File: config.mk
export PLATFORM = sky130hd
export DESIGN_NAME = rimb_top
export DESIGN_NICKNAME = d
export VERILOG_FILES = /design/src/rtl/rimb_pkg.sv /design/src/rtl/rimb_rail_evt.sv /design/src/rtl/rimb_top.sv
export SDC_FILE = /design/constraint.sdc
export NUM_CORES = 1
export LEC_CHECK = 0
export BUFFER_PORTS_ARGS = -buffer_cell sky130_fd_sc_hd__buf_2
export CELL_PAD_IN_SITES_DETAIL_PLACEMENT = 0
export CELL_PAD_IN_SITES_GLOBAL_PLACEMENT = 1
export CORE_AREA = 2 2 91 93
export CTS_CLUSTER_DIAMETER = 60
export DETAILED_ROUTE_END_ITERATION = 10
export DIE_AREA = 0 0 93 95
export HOLD_SLACK_MARGIN = 0.02
export PLACE_DENSITY = 0.92
export REMOVE_ABC_BUFFERS = 1
export SETUP_SLACK_MARGIN = 0.15
export SLEW_MARGIN = 15
export SYNTH_ARGS = -nofsm -noshare
export SYNTH_HDL_FRONTEND = slang
export SYNTH_SLANG_ARGS = --single-unit
File: constraint.sdc
create_clock -name clk_i -period 5.8 [get_ports clk_i]
set_input_delay 0.58 -clock clk_i [delete_from_list [all_inputs] [get_ports clk_i]]
set_output_delay 0.58 -clock clk_i [all_outputs]
set_load 0.03 [all_outputs]
File: src/rtl/rimb_pkg.sv
// constants, register map and serial states of the regulator irq mask bank
package rimb_pkg;

  // 7-bit serial target address; value is arbitrary
  localparam logic [6:0] DEV_ADDR = 7'h2A;

  // register offsets
  localparam logic [7:0] OFS_TOP2 = 8'h21;
  localparam logic [7:0] OFS_CONV = 8'h22;
  localparam logic [7:0] OFS_LIN  = 8'h23;

  // values after reset (top2 bit 0 comes from otp)
  localparam logic [6:0] TOP2_RST_HI = 7'h00;
  localparam logic [7:0] CONV_RST    = 8'hDD;
  localparam logic [7:0] LIN_RST     = 8'hDD;

  // writable bits; reserved bits read as zero
  localparam logic [7:0] CONV_WMASK = 8'hDD;
  localparam logic [7:0] LIN_WMASK  = 8'hDD;

  // field positions: rail fields shared by the converter and linear masks, then the top2 reset mask bit
  localparam int R1_FALL_BIT = 7;
  localparam int R1_RISE_BIT = 6;
  localparam int R1_ILIM_BIT = 4;
  localparam int R0_FALL_BIT = 3;
  localparam int R0_RISE_BIT = 2;
  localparam int R0_ILIM_BIT = 0;
  localparam int RST_MASK_BIT = 0;

  // serial bit counter limit
  localparam logic [2:0] BIT_LAST = 3'h7;

  // serial engine states
  typedef enum logic [8:0] {
    ST_IDLE  = 9'h001,
    ST_ADDR  = 9'h002,
    ST_ACK_A = 9'h004,
    ST_WREG  = 9'h008,
    ST_ACK_W = 9'h010,
    ST_WDAT  = 9'h020,
    ST_RDAT  = 9'h040,
    ST_HACK  = 9'h080,
    ST_RLOAD = 9'h100
  } rimb_state_t;

endpackage

File: src/rtl/rimb_rail_evt.sv
// per-rail raw status tracking and masked event flags
`timescale 1ns/10ps
module rimb_rail_evt (
  // clock and reset
  input  wire logic clk_i,
  input  wire logic srst_i,
  // analog comparator levels
  input  wire logic pg_valid_i,
  input  wire logic curlim_i,
  // mask bits
  input  wire logic fall_block_i,
  input  wire logic rise_block_i,
  input  wire logic curlim_block_i,
  // flag clears
  input  wire logic pg_clr_i,
  input  wire logic curlim_clr_i,
  // status and flags
  output logic      pg_raw_o,
  output logic      curlim_raw_o,
  output logic      pg_flag_o,
  output logic      curlim_flag_o
);

  logic pg_raw_reg, pg_raw_next;
  logic lim_raw_reg, lim_raw_next;
  logic pg_flag_reg, pg_flag_next;
  logic lim_flag_reg, lim_flag_next;
  logic fall_evt, rise_evt, lim_evt;

  // edges seen against last sampled raw state
  always_comb begin
    pg_raw_next  = ~pg_valid_i;
    lim_raw_next = curlim_i;
    fall_evt     = pg_raw_next & ~pg_raw_reg;
    rise_evt     = ~pg_raw_next & pg_raw_reg;
    lim_evt      = lim_raw_next & ~lim_raw_reg;
    // set beats clear so no event is lost
    pg_flag_next = (pg_flag_reg & ~pg_clr_i)
                 | (fall_evt & ~fall_block_i)
                 | (rise_evt & ~rise_block_i);
    lim_flag_next = (lim_flag_reg & ~curlim_clr_i)
                  | (lim_evt & ~curlim_block_i);
  end

  // state registers
  always_ff @(posedge clk_i) begin
    if (srst_i) begin
      pg_raw_reg   <= 1'b0;
      lim_raw_reg  <= 1'b0;
      pg_flag_reg  <= 1'b0;
      lim_flag_reg <= 1'b0;
    end else begin
      pg_raw_reg   <= pg_raw_next;
      lim_raw_reg  <= lim_raw_next;
      pg_flag_reg  <= pg_flag_next;
      lim_flag_reg <= lim_flag_next;
    end
  end

  assign pg_raw_o      = pg_raw_reg;
  assign curlim_raw_o  = lim_raw_reg;
  assign pg_flag_o     = pg_flag_reg;
  assign curlim_flag_o = lim_flag_reg;

endmodule

File: src/rtl/rimb_top.sv
// regulator irq mask bank: serial register target, masks and rail flags
`timescale 1ns/10ps
// What this block does
// - Top mask bit 0 blocks register-reset interrupt when 1; reset value from otp.
// - Register-reset mask bit reloads from otp at every reset.
// - Converter mask bit 7 blocks converter 1 power-good invalid events.
// - Converter mask bit 6 blocks converter 1 power-good valid events.
// - Converter mask bit 4 blocks converter 1 current-limit events.
// - Converter mask bit 3 blocks converter 0 power-good invalid events.
// - Converter mask bit 2 blocks converter 0 power-good valid events.
// - Converter mask bit 0 blocks converter 0 current-limit events.
// - Linear mask bit 7 blocks regulator 1 power-good invalid events.
// - Linear mask bit 6 blocks regulator 1 power-good valid events.
// - Masks gate only flags; raw status keeps following the rails.
// - Raw power-good reads 0 when output valid, 1 when invalid.
// - Linear mask bit 2 blocks regulator 0 power-good valid events.
module rimb_top (
  // clock and reset
  input  wire logic clk_i,
  input  wire logic srst_i,
  // serial bus pins
  input  wire logic scl_i,
  input  wire logic sda_i,
  output logic      sda_o,
  output logic      sda_oe_o,
  // otp value of the register-reset mask
  input  wire logic otp_rst_mask_i,
  // register reset event
  input  wire logic reg_reset_evt_i,
  input  wire logic reset_reg_clr_i,
  // rail levels
  input  wire logic conv0_pg_valid_i,
  input  wire logic conv1_pg_valid_i,
  input  wire logic lin0_pg_valid_i,
  input  wire logic lin1_pg_valid_i,
  input  wire logic conv0_curlim_i,
  input  wire logic conv1_curlim_i,
  input  wire logic lin0_curlim_i,
  input  wire logic lin1_curlim_i,
  // flag clears
  input  wire logic conv0_pg_clr_i,
  input  wire logic conv1_pg_clr_i,
  input  wire logic lin0_pg_clr_i,
  input  wire logic lin1_pg_clr_i,
  input  wire logic conv0_curlim_clr_i,
  input  wire logic conv1_curlim_clr_i,
  input  wire logic lin0_curlim_clr_i,
  input  wire logic lin1_curlim_clr_i,
  // raw status
  output logic      conv0_pg_raw_o,
  output logic      conv1_pg_raw_o,
  output logic      lin0_pg_raw_o,
  output logic      lin1_pg_raw_o,
  output logic      conv0_curlim_raw_o,
  output logic      conv1_curlim_raw_o,
  output logic      lin0_curlim_raw_o,
  output logic      lin1_curlim_raw_o,
  // sticky interrupt flags
  output logic      conv0_pg_irq_flag_o,
  output logic      conv1_pg_irq_flag_o,
  output logic      lin0_pg_irq_flag_o,
  output logic      lin1_pg_irq_flag_o,
  output logic      conv0_curlim_irq_flag_o,
  output logic      conv1_curlim_irq_flag_o,
  output logic      lin0_curlim_irq_flag_o,
  output logic      lin1_curlim_irq_flag_o,
  output logic      reset_reg_irq_flag_o
);

  // register readback decode
  function automatic logic [7:0] reg_read(input logic [7:0] a, input logic [7:0] t2,
                                          input logic [7:0] cv, input logic [7:0] ln);
    logic [7:0] d;
    d = 8'h00;
    case (a)
      rimb_pkg::OFS_TOP2: d = t2;
      rimb_pkg::OFS_CONV: d = cv;
      rimb_pkg::OFS_LIN:  d = ln;
      default:            d = 8'h00;
    endcase
    return d;
  endfunction

  rimb_pkg::rimb_state_t state_reg, state_next;
  logic [2:0] cnt_reg, cnt_next;
  logic [7:0] sh_reg, sh_next;
  logic [7:0] ptr_reg, ptr_next;
  logic       rw_reg, rw_next;
  logic       oe_reg, oe_next;
  logic       sdo_reg, sdo_next;
  logic       scl_q_reg, sda_q_reg;
  logic [7:0] top2_reg, top2_next;
  logic [7:0] conv_reg, conv_next;
  logic [7:0] lin_reg, lin_next;
  logic       rflag_reg, rflag_next;
  logic       wr_en;
  logic [7:0] rx_byte;
  logic [7:0] rd_data;
  logic       scl_rise, scl_fall, bus_start, bus_stop;
  logic [3:0] pg_valid, curlim, fall_blk, rise_blk, lim_blk;
  logic [3:0] pg_clr, lim_clr, pg_raw, lim_raw, pg_flag, lim_flag;

  // bus conditions; pins are already synchronous to clk_i
  assign scl_rise  = scl_i & ~scl_q_reg;
  assign scl_fall  = ~scl_i & scl_q_reg;
  assign bus_start = scl_i & scl_q_reg & sda_q_reg & ~sda_i;
  assign bus_stop  = scl_i & scl_q_reg & ~sda_q_reg & sda_i;
  assign rd_data   = reg_read(ptr_reg, top2_reg, conv_reg, lin_reg);

  // serial target: address, pointer, auto-incremented data bytes
  always_comb begin
    state_next = state_reg;
    cnt_next   = cnt_reg;
    sh_next    = sh_reg;
    ptr_next   = ptr_reg;
    rw_next    = rw_reg;
    oe_next    = oe_reg;
    sdo_next   = 1'b0;
    wr_en      = 1'b0;
    rx_byte    = {sh_reg[6:0], sda_i};
    if (bus_stop) begin
      state_next = rimb_pkg::ST_IDLE;
      oe_next    = 1'b0;
    end else if (bus_start) begin
      state_next = rimb_pkg::ST_ADDR;
      cnt_next   = 3'h0;
      oe_next    = 1'b0;
    end else begin
      case (state_reg)
        rimb_pkg::ST_ADDR, rimb_pkg::ST_WREG, rimb_pkg::ST_WDAT: begin
          if (scl_rise) begin
            sh_next  = rx_byte;
            cnt_next = 3'(cnt_reg + 3'h1);
            if (cnt_reg == rimb_pkg::BIT_LAST) begin
              if (state_reg == rimb_pkg::ST_ADDR) begin
                // a foreign address leaves the bus alone until next start
                if (rx_byte[7:1] == rimb_pkg::DEV_ADDR) begin
                  rw_next    = rx_byte[0];
                  state_next = rimb_pkg::ST_ACK_A;
                end else begin
                  state_next = rimb_pkg::ST_IDLE;
                end
              end else if (state_reg == rimb_pkg::ST_WREG) begin
                ptr_next   = rx_byte;
                state_next = rimb_pkg::ST_ACK_W;
              end else begin
                wr_en      = 1'b1;
                ptr_next   = 8'(ptr_reg + 8'h01);
                state_next = rimb_pkg::ST_ACK_W;
              end
            end
          end
        end
        rimb_pkg::ST_ACK_A, rimb_pkg::ST_ACK_W: begin
          if (scl_fall) begin
            if (!oe_reg) begin
              oe_next = 1'b1;
            end else begin
              oe_next  = 1'b0;
              cnt_next = 3'h0;
              if (state_reg == rimb_pkg::ST_ACK_W) begin
                state_next = rimb_pkg::ST_WDAT;
              end else if (rw_reg) begin
                sh_next    = rd_data;
                oe_next    = ~rd_data[7];
                state_next = rimb_pkg::ST_RDAT;
              end else begin
                state_next = rimb_pkg::ST_WREG;
              end
            end
          end
        end
        rimb_pkg::ST_RDAT: begin
          if (scl_fall) begin
            if (cnt_reg == rimb_pkg::BIT_LAST) begin
              oe_next    = 1'b0;
              state_next = rimb_pkg::ST_HACK;
            end else begin
              sh_next  = {sh_reg[6:0], 1'b0};
              oe_next  = ~sh_reg[6];
              cnt_next = 3'(cnt_reg + 3'h1);
            end
          end
        end
        rimb_pkg::ST_HACK: begin
          if (scl_rise) begin
            if (!sda_i) begin
              ptr_next   = 8'(ptr_reg + 8'h01);
              state_next = rimb_pkg::ST_RLOAD;
            end else begin
              state_next = rimb_pkg::ST_IDLE;
            end
          end
        end
        rimb_pkg::ST_RLOAD: begin
          if (scl_fall) begin
            sh_next    = rd_data;
            oe_next    = ~rd_data[7];
            cnt_next   = 3'h0;
            state_next = rimb_pkg::ST_RDAT;
          end
        end
        rimb_pkg::ST_IDLE: begin
          oe_next = 1'b0;
        end
        default: begin
          state_next = rimb_pkg::ST_IDLE;
          oe_next    = 1'b0;
        end
      endcase
    end
  end

  // serial engine registers
  always_ff @(posedge clk_i) begin
    if (srst_i) begin
      state_reg <= rimb_pkg::ST_IDLE;
      cnt_reg   <= 3'h0;
      sh_reg    <= 8'h00;
      ptr_reg   <= 8'h00;
      rw_reg    <= 1'b0;
      oe_reg    <= 1'b0;
      sdo_reg   <= 1'b0;
      scl_q_reg <= 1'b1;
      sda_q_reg <= 1'b1;
    end else begin
      state_reg <= state_next;
      cnt_reg   <= cnt_next;
      sh_reg    <= sh_next;
      ptr_reg   <= ptr_next;
      rw_reg    <= rw_next;
      oe_reg    <= oe_next;
      sdo_reg   <= sdo_next;
      scl_q_reg <= scl_i;
      sda_q_reg <= sda_i;
    end
  end

  // open drain: pin only ever pulled low
  assign sda_o    = sdo_reg;
  assign sda_oe_o = oe_reg;

  // mask registers and register-reset flag
  always_comb begin
    top2_next = top2_reg;
    conv_next = conv_reg;
    lin_next  = lin_reg;
    if (wr_en) begin
      case (ptr_reg)
        rimb_pkg::OFS_TOP2: top2_next = rx_byte;
        rimb_pkg::OFS_CONV: conv_next = rx_byte & rimb_pkg::CONV_WMASK;
        rimb_pkg::OFS_LIN:  lin_next  = rx_byte & rimb_pkg::LIN_WMASK;
        default:            top2_next = top2_reg;
      endcase
    end
    // set beats clear
    rflag_next = (rflag_reg & ~reset_reg_clr_i)
               | (reg_reset_evt_i & ~top2_reg[rimb_pkg::RST_MASK_BIT]);
  end

  // a host write to top2 bit 0 only lasts until the next reset
  always_ff @(posedge clk_i) begin
    if (srst_i) begin
      top2_reg  <= {rimb_pkg::TOP2_RST_HI, otp_rst_mask_i};
      conv_reg  <= rimb_pkg::CONV_RST;
      lin_reg   <= rimb_pkg::LIN_RST;
      rflag_reg <= 1'b0;
    end else begin
      top2_reg  <= top2_next;
      conv_reg  <= conv_next;
      lin_reg   <= lin_next;
      rflag_reg <= rflag_next;
    end
  end

  assign reset_reg_irq_flag_o = rflag_reg;

  // rail order: conv0, conv1, lin0, lin1
  assign pg_valid = {lin1_pg_valid_i, lin0_pg_valid_i, conv1_pg_valid_i, conv0_pg_valid_i};
  assign curlim   = {lin1_curlim_i, lin0_curlim_i, conv1_curlim_i, conv0_curlim_i};
  assign pg_clr   = {lin1_pg_clr_i, lin0_pg_clr_i, conv1_pg_clr_i, conv0_pg_clr_i};
  assign lim_clr  = {lin1_curlim_clr_i, lin0_curlim_clr_i,
                     conv1_curlim_clr_i, conv0_curlim_clr_i};

  // mask fields routed to rails
  assign fall_blk[0] = conv_reg[rimb_pkg::R0_FALL_BIT];
  assign fall_blk[1] = conv_reg[rimb_pkg::R1_FALL_BIT];
  assign fall_blk[2] = lin_reg[rimb_pkg::R0_FALL_BIT];
  assign fall_blk[3] = lin_reg[rimb_pkg::R1_FALL_BIT];
  assign rise_blk[0] = conv_reg[rimb_pkg::R0_RISE_BIT];
  assign rise_blk[1] = conv_reg[rimb_pkg::R1_RISE_BIT];
  assign rise_blk[2] = lin_reg[rimb_pkg::R0_RISE_BIT];
  assign rise_blk[3] = lin_reg[rimb_pkg::R1_RISE_BIT];
  assign lim_blk[0]  = conv_reg[rimb_pkg::R0_ILIM_BIT];
  assign lim_blk[1]  = conv_reg[rimb_pkg::R1_ILIM_BIT];
  assign lim_blk[2]  = lin_reg[rimb_pkg::R0_ILIM_BIT];
  assign lim_blk[3]  = lin_reg[rimb_pkg::R1_ILIM_BIT];

  // one tracker per rail
  for (genvar g = 0; g < 4; g++) begin : g_rail
    rimb_rail_evt u_rail (
      .clk_i          (clk_i),
      .srst_i         (srst_i),
      .pg_valid_i     (pg_valid[g]),
      .curlim_i       (curlim[g]),
      .fall_block_i   (fall_blk[g]),
      .rise_block_i   (rise_blk[g]),
      .curlim_block_i (lim_blk[g]),
      .pg_clr_i       (pg_clr[g]),
      .curlim_clr_i   (lim_clr[g]),
      .pg_raw_o       (pg_raw[g]),
      .curlim_raw_o   (lim_raw[g]),
      .pg_flag_o      (pg_flag[g]),
      .curlim_flag_o  (lim_flag[g])
    );
  end

  // raw status and flags out
  assign conv0_pg_raw_o          = pg_raw[0];
  assign conv1_pg_raw_o          = pg_raw[1];
  assign lin0_pg_raw_o           = pg_raw[2];
  assign lin1_pg_raw_o           = pg_raw[3];
  assign conv0_curlim_raw_o      = lim_raw[0];
  assign conv1_curlim_raw_o      = lim_raw[1];
  assign lin0_curlim_raw_o       = lim_raw[2];
  assign lin1_curlim_raw_o       = lim_raw[3];
  assign conv0_pg_irq_flag_o     = pg_flag[0];
  assign conv1_pg_irq_flag_o     = pg_flag[1];
  assign lin0_pg_irq_flag_o      = pg_flag[2];
  assign lin1_pg_irq_flag_o      = pg_flag[3];
  assign conv0_curlim_irq_flag_o = lim_flag[0];
  assign conv1_curlim_irq_flag_o = lim_flag[1];
  assign lin0_curlim_irq_flag_o  = lim_flag[2];
  assign lin1_curlim_irq_flag_o  = lim_flag[3];

endmodule

## Yosys cells after proc, flatten, opt, wreduce, memory -nomap -nowiden

Index checks and enable logic that the tools add are counted.

| storage, ports and cells | value |
|---|---|
| register bits after elaboration | 68 |
| latch bits | 0 |
| memory bits (writable) | 0 |
| memory bits (read-only) | 0 |
| memories | 0 |

| cells by class | value |
|---|---|
| add/sub/neg operators | 2 |
| multiply operators | 0 |
| divide/modulo/power cells | 0 |
| $lt $le $gt $ge | 0 |
| equal/unequal tests | 37 |
| shift operators | 0 |
| multiplexer cells | 58 |
| bitwise gates (word level) | 98 |
| reductions and logical operators | 21 |

Operator list:

| cell | count |
|---|---|
| 2-to-1 mux 9 bit | 10 |
| 2-to-1 mux 7 bit | 10 |
| one-hot mux 9 bit (6 select lines) | 1 |
| 2-to-1 mux 8 bit | 6 |
| NOT 1 bit | 44 |
| bitwise AND 1 bit | 41 |
| inequality test 2 bit (second input constant) | 14 |
| one-hot mux 7 bit (4 select lines) | 1 |
| inequality test 3 bit (second input constant) | 9 |
| equality test 8 x 6 -> 1 bit (second input constant) | 3 |
| 2-to-1 mux 3 bit | 8 |
| one-hot mux 8 bit (3 select lines) | 1 |
| AND reduction 9 bit | 2 |
| 2-to-1 mux 1 bit | 17 |
| one-hot mux 8 bit (2 select lines) | 1 |
| AND reduction 8 bit | 2 |
| OR 1 bit | 13 |
| one-hot mux 3 bit (4 select lines) | 1 |
| AND reduction 11 bit | 1 |
| equality test 9 x 1 -> 1 bit (second input constant) | 1 |
| equality test 9 x 2 -> 1 bit (second input constant) | 1 |
| equality test 9 x 3 -> 1 bit (second input constant) | 1 |
| equality test 9 x 4 -> 1 bit (second input constant) | 1 |
| equality test 9 x 5 -> 1 bit (second input constant) | 1 |
| other kinds (19) | 26 |

## Depth between registers and ports, before layout

| depth | value |
|---|---|
| depth in word-level cells | 10 |
| gate-level depth with buffers | 9 |

## Cells and area by module

From an unflattened synthesis, not the netlist that was laid out.

| unflattened totals | value |
|---|---|
| cell total of the unflattened synthesis | 418 |
| area total of the unflattened synthesis | 3,626.0 um^2 |

By module, submodules not included:

| module | instances | cells each | area an instance (um^2) |
|---|---|---|---|
| rimb_top | 1 | 366 | 3,080.5 |
| rimb_rail_evt | 4 | 13 | 136.4 |

## Worst setup path before layout

No wires, ideal clock.

| path | value |
|---|---|
| path type | reg-to-reg |
| start point | reg state_reg[0] |
| end point | reg ptr_reg[7] |
| setup time | 0.132 ns |
| arrival | 2.127 ns |
| required time | 5.668 ns |
| path slack | 3.541 ns |
| cell stages (with the launch flop) | 9 |
| clock period less this slack | 2.259 ns |
| cells stage by stage | dfxtp_1 > or4_1 > buf_6 > nor3_4 > nor2b_2 > or4_1 > buf_2 > o21ai_1 > a21oi_1 |

| on the way | value |
|---|---|
| longest elaborated chain between the ends | 6 |
| elaborated cells on any way between the ends | 17 |

RTL lines:

| element | RTL line | source |
|---|---|---|
| start, declared | rimb_top.sv:84 | `rimb_pkg::rimb_state_t state_reg, state_next;` |
| start signal, assigned | rimb_top.sv:217 | `state_reg <= rimb_pkg::ST_IDLE;` |
| start signal, assigned | rimb_top.sv:227 | `state_reg <= state_next;` |
| equality test 9 x 4 -> 1 bit | rimb_top.sv:129, rimb_top.sv:143 |  |
| 2-to-1 mux 8 bit | rimb_top.sv:143 | `end else if (state_reg == rimb_pkg::ST_WREG) begin` |
| 2-to-1 mux 8 bit | rimb_top.sv:135 | `if (state_reg == rimb_pkg::ST_ADDR) begin` |
| 2-to-1 mux 8 bit | rimb_top.sv:134 | `if (cnt_reg == rimb_pkg::BIT_LAST) begin` |
| 2-to-1 mux 8 bit | rimb_top.sv:131 | `if (scl_rise) begin` |
| one-hot mux 8 bit (2 select lines) | rimb_top.sv:129 | `case (state_reg)` |
| end signal, assigned | rimb_top.sv:230 | `ptr_reg <= ptr_next;` |
| end, declared | rimb_top.sv:87 | `logic [7:0] ptr_reg, ptr_next;` |

Parallel ways exist; a longest one is shown, timed or not. The select of a mux whose other input is x is not followed.
A chain may end at the register's enable or synchronous reset.

## Worst setup path after layout

| path | value |
|---|---|
| start point | reg ptr_reg[6] |
| end point | reg top2_reg[0], enable pin |

| on the way | value |
|---|---|
| longest elaborated chain between the ends | 3 |

RTL lines:

| element | RTL line | source |
|---|---|---|
| equality test 8 x 6 -> 1 bit | rimb_top.sv:249 | `case (ptr_reg)` |
| nonzero test 2 bit (no source line) | - |  |
| AND reduction 2 bit (no source line) | - |  |
| end signal, assigned | rimb_top.sv:264 | `top2_reg <= {rimb_pkg::TOP2_RST_HI, otp_rst_mask_i};` |
| end signal, assigned | rimb_top.sv:269 | `top2_reg <= top2_next;` |
| end, declared | rimb_top.sv:92 | `logic [7:0] top2_reg, top2_next;` |

No other way between the ends.

==> qor.csv <==
metric;value;unit
CP Launch Type;register;
DR iter-0 viols;291;
unrepaired setup endpoints after global routing;no;
Avg Cell Area, Syn;7.927;um^2
Total GRT Usage;21.96;%
H-tree depth;3;
antenna violations before repair;0;
number of flip-flops in the largest register;9;
status;finished clean;
CTS max path bufs;2;
Synth cell types;62;
GR Overflow Total;0;
Hold WC Path Type;in2reg;
post-synthesis cell count;459;
hold depth;2;
io pins;42;
area grow syn2layout;11.93;%
R2R Path End;top2_reg[0];
Pins Over Slew Limit;0;
row count;33;
kind of critical path;reg2reg;
critical path peak fanout;20;
peak supply drop;0.1299;mV
vias per cell;5.892;
Tot Pwr;1.004;mW
initial core utilization;45.90;%
final setup skew;0.01237;ns
Power Density;246.6;nW/um^2
leakage power;1.564;nW
worst min-delay path startpoint;lin0_pg_valid_i;
R2R setup slack;2.99;ns
fin nets;510;
vias in the first global route;3014;
ys async rst share;0;%
hold buffer count at cts;0;
first-pass GRT wire length;15.28;mm
clk sinks;68;
Die Span Y;95;um
Num CTS Buffers;9;
fin area;4073;um^2
Critical Path AT;2.87;ns
placer congestion estimate;0.8590;
Worst-path clk slew;0.09;ns
# Post-CTS Setup Buffers;0;
Die W;93;um
Final Hold Viols;0;
max cap viols;0;
WHS Endpoint;g_rail[2].u_rail.pg_raw_o;
TNS Setup;0;ns
root buf cell;clkbuf_8;
ANT nets after route;0;
Worst Reg-to-Reg Cells;5;
worst path required time;5.87;ns
post-cts repair resize count;0;
Slew headroom;44.83;%
Clock Latency Late Sink;0.35;ns
Final Setup Violations;0;
DRC;0;
routed len/inst;15.80;um
via count;3488;
largest net degree at the start of global routing;47;
CP endpoint kind;register;
CTS tree;built;
Least-Margin Pin Slew;0.8260;ns
core box area;7928;um^2
first-pass detailed-route iteration total;5;
Mapped Area;3638;um^2
DPL Wire Length;6.369;mm
post-synthesis register bit count;68;
post-synthesis sequential area ratio;37.69;%
worst r2r src;ptr_reg[6];
synth warn;0;
PortBufs;40;
fin crit period;2.808;ns
number of diodes;0;
total wire length;9.356;mm
period utilisation layout;48.41;%
Main synth FF type;dfxtp_1;
cell area after placement;3850;um^2
EDFF count, synth;1;
Max Clock Freq;356.2;MHz
Total Die Area;8835;um^2
share of cells above drive strength 1;15.20;%
## power breakdown
group	switching [mW]	internal [mW]
Clock	0.204	0.227
Combinational	0.0598	0.0307
Sequential	0.00829	0.475
## per-layer routing
layer	global-route usage, %	vias to the layer above	share of wire, %
li1	-	1710	-
met1	30.44	1684	47
met4	8.578	0	1.7
met5	0	-	0
met3	3.751	12	4.2
met2	34.18	82	47
## kinds of logic after synthesis
logic type | synth area share (%)
AOI/OAI and AO/OA | 19.64
xor gates and xnor gates | 1.204
adders and majority gates | 1.719
buffers and inverters | 5.089
DFF | 37.69
muxes | 2.476
other | 0.1031
and+or+nand+nor | 32.08
## Yosys cell counts (4+ instances only)
master | count | area share (%)
nand2_1 | 52 | 5.4
or3_1 | 9 | 1.5
buf_2 | 7 | 0.96
dfxtp_1 | 67 | 37
a222oi_1 | 6 | 1.7
inv_1 | 12 | 1.2
nor3b_1 | 6 | 1.2
nand2b_1 | 9 | 1.5
a21oi_1 | 32 | 4.4
ha_1 | 5 | 1.7
o211ai_1 | 4 | 0.83
nor2_1 | 41 | 4.2
xor2_1 | 5 | 1.2
a31oi_1 | 4 | 0.69
o22ai_1 | 6 | 1.0
o21ai_0 | 24 | 3.3
clkbuf_1 | 20 | 2.1
nor3_1 | 14 | 1.9
mux2i_1 | 9 | 2.5
nor2b_1 | 10 | 1.7
and3_1 | 8 | 1.4
nand3_1 | 37 | 5.1
o31ai_1 | 4 | 0.83
a211oi_1 | 4 | 0.83
nor3_2 | 5 | 1.4
## cell type report
class	instances	area, um^2
Clock inverter	6	67.56
Clock buffer	10	148.9
Timing Repair Buffer	42	215.2
Multi-Input combinational cell	349	2093
Inverter	12	45.04
Fill cell	805	3855
Tap cell	105	131.4
Sequential cell	68	1371
## critical path, cell delays in order, from the launching register on
cell and delay [ns]:
dfxtp_1 0.35, or4b_1 0.56, or3_1 0.47, nor3_4 0.67, nand2_1 0.32, nand2_1 0.15
## placed cells by master, fill, tap and decap left out, types with 4 or more instances in the layout
cell | netlist | layout
xor2_1 | 5 | 5
and3_1 | 8 | 8
a21oi_1 | 32 | 32
nor3_1 | 14 | 13
or3_1 | 9 | 9
nor3b_1 | 6 | 6
nor2_1 | 41 | 41
nor2b_1 | 10 | 10
a31oi_1 | 4 | 4
o31ai_1 | 4 | 4
ha_1 | 5 | 5
a211oi_1 | 4 | 4
o21ai_0 | 24 | 24
o211ai_1 | 4 | 4
clkbuf_8 | 0 | 9
nor3_2 | 5 | 5
inv_1 | 12 | 12
mux2i_1 | 9 | 9
a222oi_1 | 6 | 6
nand2_1 | 52 | 52
nand3_1 | 37 | 37
o22ai_1 | 6 | 6
nand2b_1 | 9 | 9
buf_2 | 7 | 40
dfxtp_1 | 67 | 67
## how the worst max path moves through the flow
stage               start  cells past startpoint     endpoint
2_1_floorplan  ptr_reg[6]                      5  top2_reg[0]
6_report       ptr_reg[6]                      5  top2_reg[0]
3_5_place_dp   ptr_reg[6]                      5  top2_reg[0]
4_1_cts        ptr_reg[6]                      5  top2_reg[0]
5_1_grt        ptr_reg[6]                      5  top2_reg[0]
3_3_place_gp   ptr_reg[6]                      5  top2_reg[0]
## metrics by stage
stage	util [%]	hold WS, ns	worst slack (ns)	instances
floorplan	-	0.4258	2.653	429
global placement	48.56	0.4437	2.783	576
detailed placement	48.56	0.4493	2.752	576
CTS	51.29	0.3951	2.680	592
global route	51.37	0.3828	2.804	592
finish	51.37	0.4070	2.992	592
Power figures use the tool's default switching activity.
